[src/hw/assr_cfg.svh]
// Constants for the axis stop and status report block.
// Assumes inclusion by bare name from the design files.
`ifndef ASSR_CFG_SVH
`define ASSR_CFG_SVH
`define ASSR_LVL_DEFAULT 2'h3
`define ASSR_LVL_WARN_BIT 1
`define ASSR_LVL_ERR_BIT 0
`define ASSR_SEL_AMP0 2'h0
`define ASSR_SEL_AMP1 2'h1
`define ASSR_SEL_AMP2 2'h2
`define ASSR_SEL_AMP3 2'h3
`define ASSR_ERR_NONE 8'h00
`define ASSR_CMD_STOP 3'h0
`define ASSR_CMD_LEVEL_WR 3'h1
`define ASSR_CMD_LEVEL_RD 3'h2
`define ASSR_CMD_AMP 3'h3
`define ASSR_CMD_STATUS 3'h4
`define ASSR_CMD_REJECT 3'h5
`define ASSR_SB_PROG 7
`define ASSR_SB_CONTOUR 5
`define ASSR_SB_ERRRTN 4
`define ASSR_SB_INTEN 3
`define ASSR_SB_INTRTN 2
`define ASSR_SB_ECHO 0
`define ASSR_SS_TIMEOUT 0
`define ASSR_SS_CRC 1
`define ASSR_SS_ERR 2
`define ASSR_SS_WARN 3
`endif

[src/hw/assr_pkg.sv]
// Types for the axis stop and status report block.
// Assumes the constants header is compiled alongside.
package assr_pkg;
    typedef enum logic [1:0] {
        ASSR_RUN,
        ASSR_DECEL,
        ASSR_HALTED
    } assr_motion_type;
endpackage : assr_pkg

[src/hw/assr_enc_judge.sv]
// Judges one encoder's raw error and warning bits against a level code.
// Assumes raw bits synchronous to the controller clock.
`timescale 1ns/1ps
`include "assr_cfg.svh"
module assr_enc_judge (
    input wire logic [1:0] i_level,
    input wire logic i_raw_err,
    input wire logic i_raw_warn,
    input wire logic i_timeout,
    input wire logic i_crc_bad,
    output logic [3:0] o_status,
    output logic o_fault
);
    logic err_act;
    logic warn_act;
    always_comb begin
        err_act = (i_raw_err == i_level[`ASSR_LVL_ERR_BIT]);
        warn_act = (i_raw_warn == i_level[`ASSR_LVL_WARN_BIT]);
        o_status = 4'h0;
        o_status[`ASSR_SS_TIMEOUT] = i_timeout;
        o_status[`ASSR_SS_CRC] = i_crc_bad;
        o_status[`ASSR_SS_ERR] = err_act;
        o_status[`ASSR_SS_WARN] = warn_act;
        o_fault = |o_status;
    end
endmodule : assr_enc_judge

[src/hw/assr_top.sv]
// Status and control logic of a single-axis controller: stop, encoder levels,
// amplifier fault bytes, status byte and reject code, over the command port.
// Assumes commands arrive as one-cycle strobes synchronous to I_MCLK.
`timescale 1ns/1ps
`include "assr_cfg.svh"
module assr_top (
    input wire logic I_MCLK,
    input wire logic I_NRST,
    input wire logic i_CMD_VALID,
    input wire logic [2:0] i_CMD_CODE,
    input wire logic i_CMD_AXIS_GIVEN,
    input wire logic i_CMD_AUX_SEL,
    input wire logic [1:0] i_CMD_ARG,
    input wire logic i_BRUSHED_AXIS_SETTING,
    input wire logic i_MAIN_RAW_ERR,
    input wire logic i_MAIN_RAW_WARN,
    input wire logic i_MAIN_TIMEOUT,
    input wire logic i_MAIN_CRC_BAD,
    input wire logic i_AUX_RAW_ERR,
    input wire logic i_AUX_RAW_WARN,
    input wire logic i_AUX_TIMEOUT,
    input wire logic i_AUX_CRC_BAD,
    input wire logic i_UNDER_VOLT,
    input wire logic i_OVER_TEMP,
    input wire logic i_OVER_VOLT,
    input wire logic i_OVER_CURRENT,
    input wire logic i_HALL_INVALID,
    input wire logic i_PEAK_CURRENT,
    input wire logic i_LOCKOUT_ACTIVE_FLAG,
    input wire logic i_PROG_START,
    input wire logic i_CONTOURING,
    input wire logic i_ERR_ROUTINE,
    input wire logic i_INT_ENABLED,
    input wire logic i_INT_ROUTINE,
    input wire logic i_ECHO_ON,
    input wire logic i_REJECT_VALID,
    input wire logic [7:0] i_REJECT_CODE,
    input wire logic i_DECEL_DONE,
    output logic o_RSP_VALID,
    output logic [7:0] o_RSP_DATA,
    output logic o_RSP_MSG,
    output logic o_DECEL_ACTIVE,
    output logic o_MOTION_HALTED,
    output logic o_PROG_RUNNING,
    output logic o_AXIS_DISABLE,
    output logic [3:0] o_MAIN_FAULT_STATUS,
    output logic [3:0] o_AUX_FAULT_STATUS,
    output logic o_SERIAL_ENCODER_FAULT_EVENT
);
    logic rst_meta_r;
    logic rst_sync_r;
    logic rst_n;

    always_ff @(posedge I_MCLK or negedge I_NRST) begin
        if (!I_NRST) begin
            rst_meta_r <= 1'b0;
            rst_sync_r <= 1'b0;
        end else begin
            rst_meta_r <= 1'b1;
            rst_sync_r <= rst_meta_r;
        end
    end
    assign rst_n = rst_sync_r;

    logic cmd_stop;
    logic cmd_lvl_wr;
    assign cmd_stop = i_CMD_VALID && (i_CMD_CODE == `ASSR_CMD_STOP);
    assign cmd_lvl_wr = i_CMD_VALID && (i_CMD_CODE == `ASSR_CMD_LEVEL_WR);

    // Motion and program state
    assr_pkg::assr_motion_type motion_r;
    assr_pkg::assr_motion_type motion_nxt;
    logic prog_r;
    logic prog_nxt;

    always_comb begin
        motion_nxt = motion_r;
        prog_nxt = prog_r;
        if (i_PROG_START) begin
            prog_nxt = 1'b1;
        end
        case (motion_r)
            assr_pkg::ASSR_RUN: begin
                if (cmd_stop) begin
                    motion_nxt = assr_pkg::ASSR_DECEL;
                end
            end
            assr_pkg::ASSR_DECEL: begin
                if (i_DECEL_DONE) begin
                    motion_nxt = assr_pkg::ASSR_HALTED;
                end
            end
            assr_pkg::ASSR_HALTED: begin
                if (i_PROG_START) begin
                    motion_nxt = assr_pkg::ASSR_RUN;
                end
            end
            default: begin
                motion_nxt = assr_pkg::ASSR_RUN;
            end
        endcase
        if (cmd_stop && !i_CMD_AXIS_GIVEN) begin
            prog_nxt = 1'b0;
        end
    end

    always_ff @(posedge I_MCLK or negedge rst_n) begin
        if (!rst_n) begin
            motion_r <= assr_pkg::ASSR_RUN;
            prog_r <= 1'b0;
        end else begin
            motion_r <= motion_nxt;
            prog_r <= prog_nxt;
        end
    end

    // Encoder level settings
    logic [1:0] lvl_main_r;
    logic [1:0] lvl_main_nxt;
    logic [1:0] lvl_aux_r;
    logic [1:0] lvl_aux_nxt;

    always_comb begin
        lvl_main_nxt = lvl_main_r;
        lvl_aux_nxt = lvl_aux_r;
        if (cmd_lvl_wr && i_CMD_AUX_SEL) begin
            lvl_aux_nxt = i_CMD_ARG;
        end else if (cmd_lvl_wr) begin
            lvl_main_nxt = i_CMD_ARG;
        end
    end

    always_ff @(posedge I_MCLK or negedge rst_n) begin
        if (!rst_n) begin
            lvl_main_r <= `ASSR_LVL_DEFAULT;
            lvl_aux_r <= `ASSR_LVL_DEFAULT;
        end else begin
            lvl_main_r <= lvl_main_nxt;
            lvl_aux_r <= lvl_aux_nxt;
        end
    end

    logic [3:0] main_stat;
    logic [3:0] aux_stat;
    logic main_fault;
    logic aux_fault;

    assr_enc_judge u_main_judge (
        .i_level(lvl_main_r),
        .i_raw_err(i_MAIN_RAW_ERR),
        .i_raw_warn(i_MAIN_RAW_WARN),
        .i_timeout(i_MAIN_TIMEOUT),
        .i_crc_bad(i_MAIN_CRC_BAD),
        .o_status(main_stat),
        .o_fault(main_fault)
    );

    assr_enc_judge u_aux_judge (
        .i_level(lvl_aux_r),
        .i_raw_err(i_AUX_RAW_ERR),
        .i_raw_warn(i_AUX_RAW_WARN),
        .i_timeout(i_AUX_TIMEOUT),
        .i_crc_bad(i_AUX_CRC_BAD),
        .o_status(aux_stat),
        .o_fault(aux_fault)
    );

    // Fault status and event
    logic [3:0] main_ss_r;
    logic [3:0] aux_ss_r;
    logic any_fault_r;
    logic fault_evt_r;
    logic fault_evt_nxt;

    always_comb begin
        fault_evt_nxt = (main_fault || aux_fault) && !any_fault_r;
    end

    always_ff @(posedge I_MCLK or negedge rst_n) begin
        if (!rst_n) begin
            main_ss_r <= 4'h0;
            aux_ss_r <= 4'h0;
            any_fault_r <= 1'b0;
            fault_evt_r <= 1'b0;
        end else begin
            main_ss_r <= main_stat;
            aux_ss_r <= aux_stat;
            any_fault_r <= main_fault || aux_fault;
            fault_evt_r <= fault_evt_nxt;
        end
    end

    // Amplifier and controller status bytes
    logic [7:0] amp0;
    logic [7:0] amp1;
    logic [7:0] amp2;
    logic [7:0] amp3;
    logic [7:0] stat_byte;
    logic hall_err;

    always_comb begin
        hall_err = i_HALL_INVALID && !i_BRUSHED_AXIS_SETTING;
        amp0 = {4'h0, i_UNDER_VOLT, i_OVER_TEMP, i_OVER_VOLT, i_OVER_CURRENT};
        amp1 = {7'h00, hall_err};
        amp2 = {7'h00, i_PEAK_CURRENT};
        amp3 = {7'h00, i_LOCKOUT_ACTIVE_FLAG};
        stat_byte = 8'h00;
        stat_byte[`ASSR_SB_PROG] = prog_r;
        stat_byte[`ASSR_SB_CONTOUR] = i_CONTOURING;
        stat_byte[`ASSR_SB_ERRRTN] = i_ERR_ROUTINE;
        stat_byte[`ASSR_SB_INTEN] = i_INT_ENABLED;
        stat_byte[`ASSR_SB_INTRTN] = i_INT_ROUTINE;
        stat_byte[`ASSR_SB_ECHO] = i_ECHO_ON;
    end

    // Reject code
    logic [7:0] reject_r;
    logic [7:0] reject_nxt;

    always_comb begin
        reject_nxt = reject_r;
        if (i_REJECT_VALID && (i_REJECT_CODE != `ASSR_ERR_NONE)) begin
            reject_nxt = i_REJECT_CODE;
        end
    end

    always_ff @(posedge I_MCLK or negedge rst_n) begin
        if (!rst_n) begin
            reject_r <= `ASSR_ERR_NONE;
        end else begin
            reject_r <= reject_nxt;
        end
    end

    // Response path
    logic rsp_valid_r;
    logic rsp_valid_nxt;
    logic [7:0] rsp_data_r;
    logic [7:0] rsp_data_nxt;
    logic rsp_msg_r;
    logic rsp_msg_nxt;

    always_comb begin
        rsp_valid_nxt = 1'b0;
        rsp_data_nxt = rsp_data_r;
        rsp_msg_nxt = 1'b0;
        if (i_CMD_VALID) begin
            case (i_CMD_CODE)
                `ASSR_CMD_LEVEL_RD: begin
                    rsp_valid_nxt = 1'b1;
                    rsp_data_nxt = {6'h00, i_CMD_AUX_SEL ? lvl_aux_r : lvl_main_r};
                end
                `ASSR_CMD_AMP: begin
                    rsp_valid_nxt = 1'b1;
                    case (i_CMD_ARG)
                        `ASSR_SEL_AMP0: rsp_data_nxt = amp0;
                        `ASSR_SEL_AMP1: rsp_data_nxt = amp1;
                        `ASSR_SEL_AMP2: rsp_data_nxt = amp2;
                        default: rsp_data_nxt = amp3;
                    endcase
                end
                `ASSR_CMD_STATUS: begin
                    rsp_valid_nxt = 1'b1;
                    rsp_data_nxt = stat_byte;
                end
                `ASSR_CMD_REJECT: begin
                    rsp_valid_nxt = 1'b1;
                    rsp_data_nxt = reject_r;
                    rsp_msg_nxt = i_CMD_ARG[0];
                end
                default: begin
                    rsp_valid_nxt = 1'b0;
                end
            endcase
        end
    end

    always_ff @(posedge I_MCLK or negedge rst_n) begin
        if (!rst_n) begin
            rsp_valid_r <= 1'b0;
            rsp_data_r <= 8'h00;
            rsp_msg_r <= 1'b0;
        end else begin
            rsp_valid_r <= rsp_valid_nxt;
            rsp_data_r <= rsp_data_nxt;
            rsp_msg_r <= rsp_msg_nxt;
        end
    end

    assign o_RSP_VALID = rsp_valid_r;
    assign o_RSP_DATA = rsp_data_r;
    assign o_RSP_MSG = rsp_msg_r;
    assign o_DECEL_ACTIVE = (motion_r == assr_pkg::ASSR_DECEL);
    assign o_MOTION_HALTED = (motion_r == assr_pkg::ASSR_HALTED);
    assign o_PROG_RUNNING = prog_r;
    assign o_AXIS_DISABLE = hall_err;
    assign o_MAIN_FAULT_STATUS = main_ss_r;
    assign o_AUX_FAULT_STATUS = aux_ss_r;
    assign o_SERIAL_ENCODER_FAULT_EVENT = fault_evt_r;
endmodule : assr_top

[config.mk]
export PLATFORM = sky130hd
export DESIGN_NAME = assr_top
export DESIGN_NICKNAME = d
export VERILOG_FILES = /design/src/hw/assr_pkg.sv /design/src/hw/assr_enc_judge.sv /design/src/hw/assr_top.sv
export VERILOG_INCLUDE_DIRS = /design/src /design/src/hw
export SDC_FILE = /design/constraint.sdc
export NUM_CORES = 1
export LEC_CHECK = 0
export BUFFER_PORTS_ARGS = -buffer_cell sky130_fd_sc_hd__buf_4
export CORE_MARGIN = 2
export CORE_UTILIZATION = 40
export CTS_BUF_LIST = sky130_fd_sc_hd__clkbuf_16
export DETAILED_ROUTE_END_ITERATION = 12
export PLACE_DENSITY = 0.78
export SLEW_MARGIN = 10
export SYNTH_ARGS = -nofsm -noshare
export SYNTH_HDL_FRONTEND = slang
export SYNTH_HIERARCHICAL = 1
export SYNTH_SLANG_ARGS = --single-unit
[constraint.sdc]
create_clock -name I_MCLK -period 1.47 [get_ports I_MCLK]
set_clock_uncertainty 0.1 [all_clocks]
set_input_delay 0.441 -clock I_MCLK [delete_from_list [all_inputs] [get_ports I_MCLK]]
set_output_delay 0.441 -clock I_MCLK [all_outputs]
set_load 0.1 [all_outputs]
==> run metrics, run 1 <==
outcome=complete, but fails checks; failing checks=negative setup slack; Netlist Area Pre-Place=0.001710 sq mm; vias in the first global route=1414; proportion of layout cells with a drive suffix above 1=60.66%; antenna cells=0; die area=0.004815 sq mm; sequential fraction of the synthesis area=54.43%; initial antenna violation count=0; Pleak=1.222 nW; remaining antenna violation count=0; placed cell areas=0.002342 sq mm; largest net degree at the start of global routing=17; number of synthesized flops with an enable pin=0; Core Area=0.004058 sq mm; first-pass GRT wire length=6603 um; critical-path maximum fanout=2; Slew Limit Fails=0; CTS tree=yes; Max Fclk=590.5 MHz; #FFs+latches synth=37; share of the synthesized area in the top cell type=48.28%; total of max-cap violations=0; unrepaired setup endpoints after global routing=true; Port Buffer Count=64; Syn Area/Cell=12.86 sq um; final setup margin=-223.5 ps; Synth area leader=dfrtp_1; crit path kind=register to register; Distinct cells, synth=39; Root Driver=clkbuf_16; worst skew pair latency=280 ps; Peak VDD IR=0.0007588 V; io pins=65; hold slack final=95.49 ps; Cells after Synth=133; Final min period=1693 ps; Die Span Y=69.39 um; Rows=23; synth top area cells=dfrtp_1 48%, mux2_2 11%, dfstp_2 6.1%, mux2i_1 4.1%, buf_4 4.0%; Final Instance Area=0.002580 sq mm; post-DR wirelength/cell=15.27 um; fin crit share=115.2%; power per cell area=1350 mW/mm^2; routability cong.=0.8218; die width=69.39 um; Routed WL=3985 um; Iteration-0 DRC Markers=43; area added between synthesis and finish=50.84%; number of setup violations in the final report=4; final hold violations=0; post-synthesis net count=175; WP data arrival=1770 ps; clock buffer depth=2; Via density=5.034; Clock Sinks=37; starting density of the core=42.15%; DRC=0; Main synth FF type=dfrtp_1; CP required=1540 ps; total grt overflow=0; fin nets=252; cts bufs inserted=5; dpl hpwl=3147 um; Hold Path Class=register to asynchronous set/reset pin; drt pass-1 iters=4; Worst setup EP type=register; clock slew at reported path FFs=60 ps; GRT Overall Usage=17.67%; detailed-route via count=1314; ys async rst share=100.0%; Worst Setup Start Kind=register; H-tree depth=2; synth warn=6
per-stage QoR:
stage | total power [mW] | utilization, % | worst slack [ps] | TNS (ps) | cells
after floorplan | 2.110 | - | -154.9 | -657.5 | 133
after global placement | 2.395 | 57.72 | -259.9 | -3574 | 251
after detailed placement | 2.427 | 57.72 | -304.4 | -3982 | 251
after CTS | 3.514 | 63.12 | -228.9 | -693.0 | 261
after global routing | 3.636 | 63.58 | -255.1 | -824.6 | 261
final | 3.484 | 63.58 | -223.5 | -671.3 | 261
kinds of logic after synthesis:
logic type | count (synthesis) | synth area share, %
other | 1 | 0.2192
and+or+nand+nor | 34 | 12.58
AOI/OAI and AO/OA | 15 | 7.682
muxes | 26 | 17.04
buffers and inverters | 15 | 5.486
xor gates and xnor gates | 5 | 2.560
DFF | 37 | 54.43
sequential cells by signal, summed over array words and instances, names as in the netlist:
name                          count
any_fault_r                       1
lvl_aux_r                         2
lvl_main_r                        2
motion_r                          2
o_AUX_FAULT_STATUS                4
o_MAIN_FAULT_STATUS               4
o_PROG_RUNNING                    1
o_RSP_DATA                        8
o_RSP_MSG                         1
o_RSP_VALID                       1
o_SERIAL_ENCODER_FAULT_EVENT      1
reject_r                          8
rst_meta_r                        1
rst_n                             1
metal layers:
metal	vias up	global-route usage [%]	wire, um
met3	8	6.831	287
li1	617	-	-
met2	50	30.24	2033
met4	0	6.754	86
met5	-	0	0
met1	639	19.81	1577
critical path: stages, from the launching register on:
cell and delay, ps:
dfstp_2 550, xnor2_2 70, or4_4 480, or2_4 260, nor2b_1 130
layout make-up:
class                   instances  area [sq um]
repair buffers                 84         699.4
fillers                       329          1478
clock buffers                   5         125.1
clock inverters                 3         17.52
inverters                       1         3.754
flip-flops and latches         37         934.6
well taps                      50         62.56
multi-input cells              81         737.0
path summary, 6_finish.rpt:
kind	cells past startpoint	startpoint	to	slack [ps]
setup reg to reg	4	lvl_main_r[0]	o_SERIAL_ENCODER_FAULT_EVENT	-220
hold reg to reg	0	rst_n	o_SERIAL_ENCODER_FAULT_EVENT	100
hold / removal	0	rst_n	o_SERIAL_ENCODER_FAULT_EVENT	100
max in group asynchronous	1	rst_n	lvl_main_r[1]	580
min in group I_MCLK	1	i_AUX_CRC_BAD	o_AUX_FAULT_STATUS[1]	180
setup / recovery	4	lvl_main_r[0]	o_SERIAL_ENCODER_FAULT_EVENT	-220
placed cells by master, fill, tap and decap left out, types with 2 or more instances in the layout:
cell / instances
dfstp_2: 4
buf_4: 71
a211o_1: 2
nor2b_4: 3
nand3b_1: 2
mux2i_1: 7
dfrtp_1: 30
buf_12: 2
mux2_4: 3
dfrtp_2: 3
xnor2_1: 3
and2_1: 3
nor2_1: 5
nand2b_1: 3
clkinv_2: 2
a22o_1: 3
buf_6: 9
nor4_1: 3
clkbuf_16: 5
mux2_2: 16
nor2b_1: 3
a221o_1: 2
cell usage after synthesis (2+ instances only):
master    instances
nand2b_1          3
nor2b_1           6
nor4_1            4
clkbuf_1          2
nor2_1            5
nand3b_1          2
mux2i_1           7
mux2_2           17
or4_1             2
a211o_1           2
and2_1            3
dfrtp_1          33
buf_2             3
a221o_1           2
buf_4             9
a22o_1            3
mux2_4            2
dfstp_2           4
xnor2_1           4
power breakdown:
part | switching (mW) | internal [mW]
clock network | 0.402 | 0.620
registers | 0.0834 | 1.17
logic | 0.788 | 0.423
what timing repair did:
item / 4_1_cts / 5_1_grt
resized for setup: 15 / 5
hold endpoints to repair: 2 / 0
hold buffers: 1 / 0
cloned: 0 / 0
setup buffers: 1 / 0
endpoints found under the setup margin: 13 / 7
(Power assumes the default switching activity.)
==> run 2, diff against run 1 <==
--- a/config.mk
+++ b/config.mk
@@ -11,9 +11,8 @@
 export CORE_UTILIZATION = 40
 export CTS_BUF_LIST = sky130_fd_sc_hd__clkbuf_16
 export DETAILED_ROUTE_END_ITERATION = 12
-export PLACE_DENSITY = 0.78
+export PLACE_DENSITY = 0.79
 export SLEW_MARGIN = 10
 export SYNTH_ARGS = -nofsm -noshare
 export SYNTH_HDL_FRONTEND = slang
-export SYNTH_HIERARCHICAL = 1
 export SYNTH_SLANG_ARGS = --single-unit
==> run metrics, run 2 <==
outcome=complete, but fails checks; failing checks=negative setup slack; most frequent cells in the layout=62 x buf_4, 33 x nand2_1, 33 x dfrtp_1; drt pass-1 iters=5 (+1); Finished Layout Cells=269 (+3.1%); largest net degree at the start of global routing=36 (+19); internal cell power=2.076 mW (-6.1%); post-DR wirelength/cell=13.01 um (-15%); number of synthesized flops with an enable pin=0 (unchanged); Rows=22 (-4.3%); net switching power=1.121 mW (-12%); cts bufs inserted=5 (unchanged); WP data arrival=1090 ps (-680 ps); number of setup violations in the final report=2 (-2); antenna cells=0 (unchanged); io pins=65 (unchanged); Final Instance Area=0.002396 sq mm (-7.1%); crit path kind=register to output port; sequential fraction of the synthesis area=58.95% (+4.5 points); top cells by count, synth=33 x dfrtp_1, 33 x nand2_1, 10 x nor2_1; die width=66.83 um (-3.7%); Main synth FF type=dfrtp_1; clock buffer depth=2 (unchanged); Comb pwr share=31.6% (-3.2 points); GRT Overall Usage=17.38% (-0.29 points); final setup margin=-165.7 ps (+57.77 ps); worst skew pair latency=270 ps (about the same); remaining antenna violation count=0 (unchanged); placed cell areas=0.002181 sq mm (-6.9%); proportion of layout cells with a drive suffix above 1=43.44% (-17 points); H-tree depth=2 (unchanged); final hold violations=0 (unchanged); Core Area=0.003716 sq mm (-8.4%); Die Span Y=66.83 um (-3.7%); total grt overflow=0 (unchanged); power per cell area=1334 mW/mm^2 (-1.2%); Port Buffer Count=64 (unchanged); total power=3.197 mW (-8.2%); Reg power frac=38.3% (+2.4 points); total of max-cap violations=0 (unchanged); area added between synthesis and finish=51.74%; post-synthesis net count=186 (+6.3%); clock slew at reported path FFs=50 ps (about the same); Via density=4.829 (-4.1%); Pleak=1.167 nW (-4.5%); Max Fclk=611.4 MHz (+3.5%); CP required=930 ps (-610 ps); die area=0.004466 sq mm (-7.2%); Final min period=1636 ps (-57.77 ps); unrepaired setup endpoints after global routing=true; Iteration-0 DRC Markers=71 (+65%); Routed WL=3499 um (-12%); Worst R2R Path Depth=4 (unchanged); Clock Power Share=30.2% (+0.8 points); critical-path maximum fanout=3 (+1); ys async rst share=100.0% (unchanged); placed cell count=260 (+3.6%); Peak VDD IR=0.0005953 V (-22%); Hold Path Class=register to asynchronous set/reset pin; post-layout util=64.48% (+0.90 points); Clock Sinks=37 (unchanged); Root Driver=clkbuf_16; Sw Share=35.06% (-1.5 points); Worst setup EP type=output port; Slew Limit Fails=0 (unchanged); Synth area leader=dfrtp_1; fin nets=262 (+4.0%); #FFs+latches synth=37 (unchanged); initial antenna violation count=0 (unchanged); starting density of the core=42.49% (+0.34 points); first-pass GRT wire length=5713 um (-13%); number of post-CTS setup repair buffers=0 (-1); vias in the first global route=1299 (-8.1%); Netlist Area Pre-Place=0.001579 sq mm (-7.7%); Syn Area/Cell=10.97 sq um (-15%); synth top area cells=dfrtp_1 52%, nand2_1 7.8%, dfstp_2 6.7%, mux2_2 4.3%, mux2i_1 3.8%; dpl hpwl=2744 um (-13%); Setup WS pre-CTS=-189.1 ps (+115.3 ps); most common cell after layout, fill and taps aside=buf_4; hold slack final=162.9 ps (+67.40 ps); routability cong.=0.7716 (-6.1%); DRC=0 (unchanged); Worst Setup Start Kind=register; Distinct cells, synth=30 (-23%); detailed-route via count=1299 (-1.1%); CTS tree=yes; synth warn=0 (-6); share of the synthesized area in the top cell type=52.30% (+4.0 points); Cells after Synth=144 (+8.3%); Setup TNS Final=-295.2 ps (+376.1 ps); fin crit share=111.3% (-3.9 points)
run 2: kinds of logic after synthesis:
kind of cell	count (synthesis)	share of synthesized area (%)
compound gates	20	9.034
simple gates	62	17.99
mux	13	9.508
buf+inv	7	2.060
flops	37	58.95
xor+xnor	4	2.218
other cells	1	0.2375
run 2: critical path, stage by stage, from the launching register on:
cell and delay, ps:
dfrtp_1 420, nor2b_4 220, buf_12 180
run 2: repair_timing:
item / in CTS / in global routing
setup endpoints to repair: 4 / 10
resized for setup: 8 / 9
hold endpoints to repair: 2 / 0
hold buffers: 1 / 0
run 2: area by class of cell:
class	count	area, sq um
flip-flops and latches	37	930.9
repair buffers	73	618.1
multi-input cells	100	638.1
clock inverters	3	12.51
clock buffers	5	125.1
well taps	48	60.06
inverters	3	11.26
fillers	304	1320
run 2: final timing paths:
check                               start                            to  slack, ps
setup / recovery              motion_r[0]                o_DECEL_ACTIVE       -170
hold / removal                      rst_n                   any_fault_r        160
hold reg to reg                     rst_n                   any_fault_r        160
max in group asynchronous           rst_n                  lvl_aux_r[0]        790
setup reg to reg            lvl_main_r[0]  o_SERIAL_ENCODER_FAULT_EVENT        160
min in group I_MCLK        i_MAIN_TIMEOUT        o_MAIN_FAULT_STATUS[0]        190
run 2: power groups by stage:
stage	combinational, mW	clock, mW	sequential, mW
2_1_floorplan	0.229	0	1.71
3_3_place_gp	0.972	0	1.23
3_5_place_dp	0.982	0	1.24
4_1_cts	1.00	0.988	1.22
5_1_grt	1.07	1.03	1.24
6_report	1.01	0.964	1.22
run 2: metal layers:
| layer | track usage [%] | part of all wire (%) | vias to the layer above |
|---|---|---|---|
| met5 | 0 | 0 | - |
| met1 | 20.81 | 41 | 602 |
| met4 | 5.867 | 1.3 | 0 |
| met2 | 29.75 | 51 | 55 |
| met3 | 5.068 | 6.6 | 5 |
| li1 | - | - | 637 |
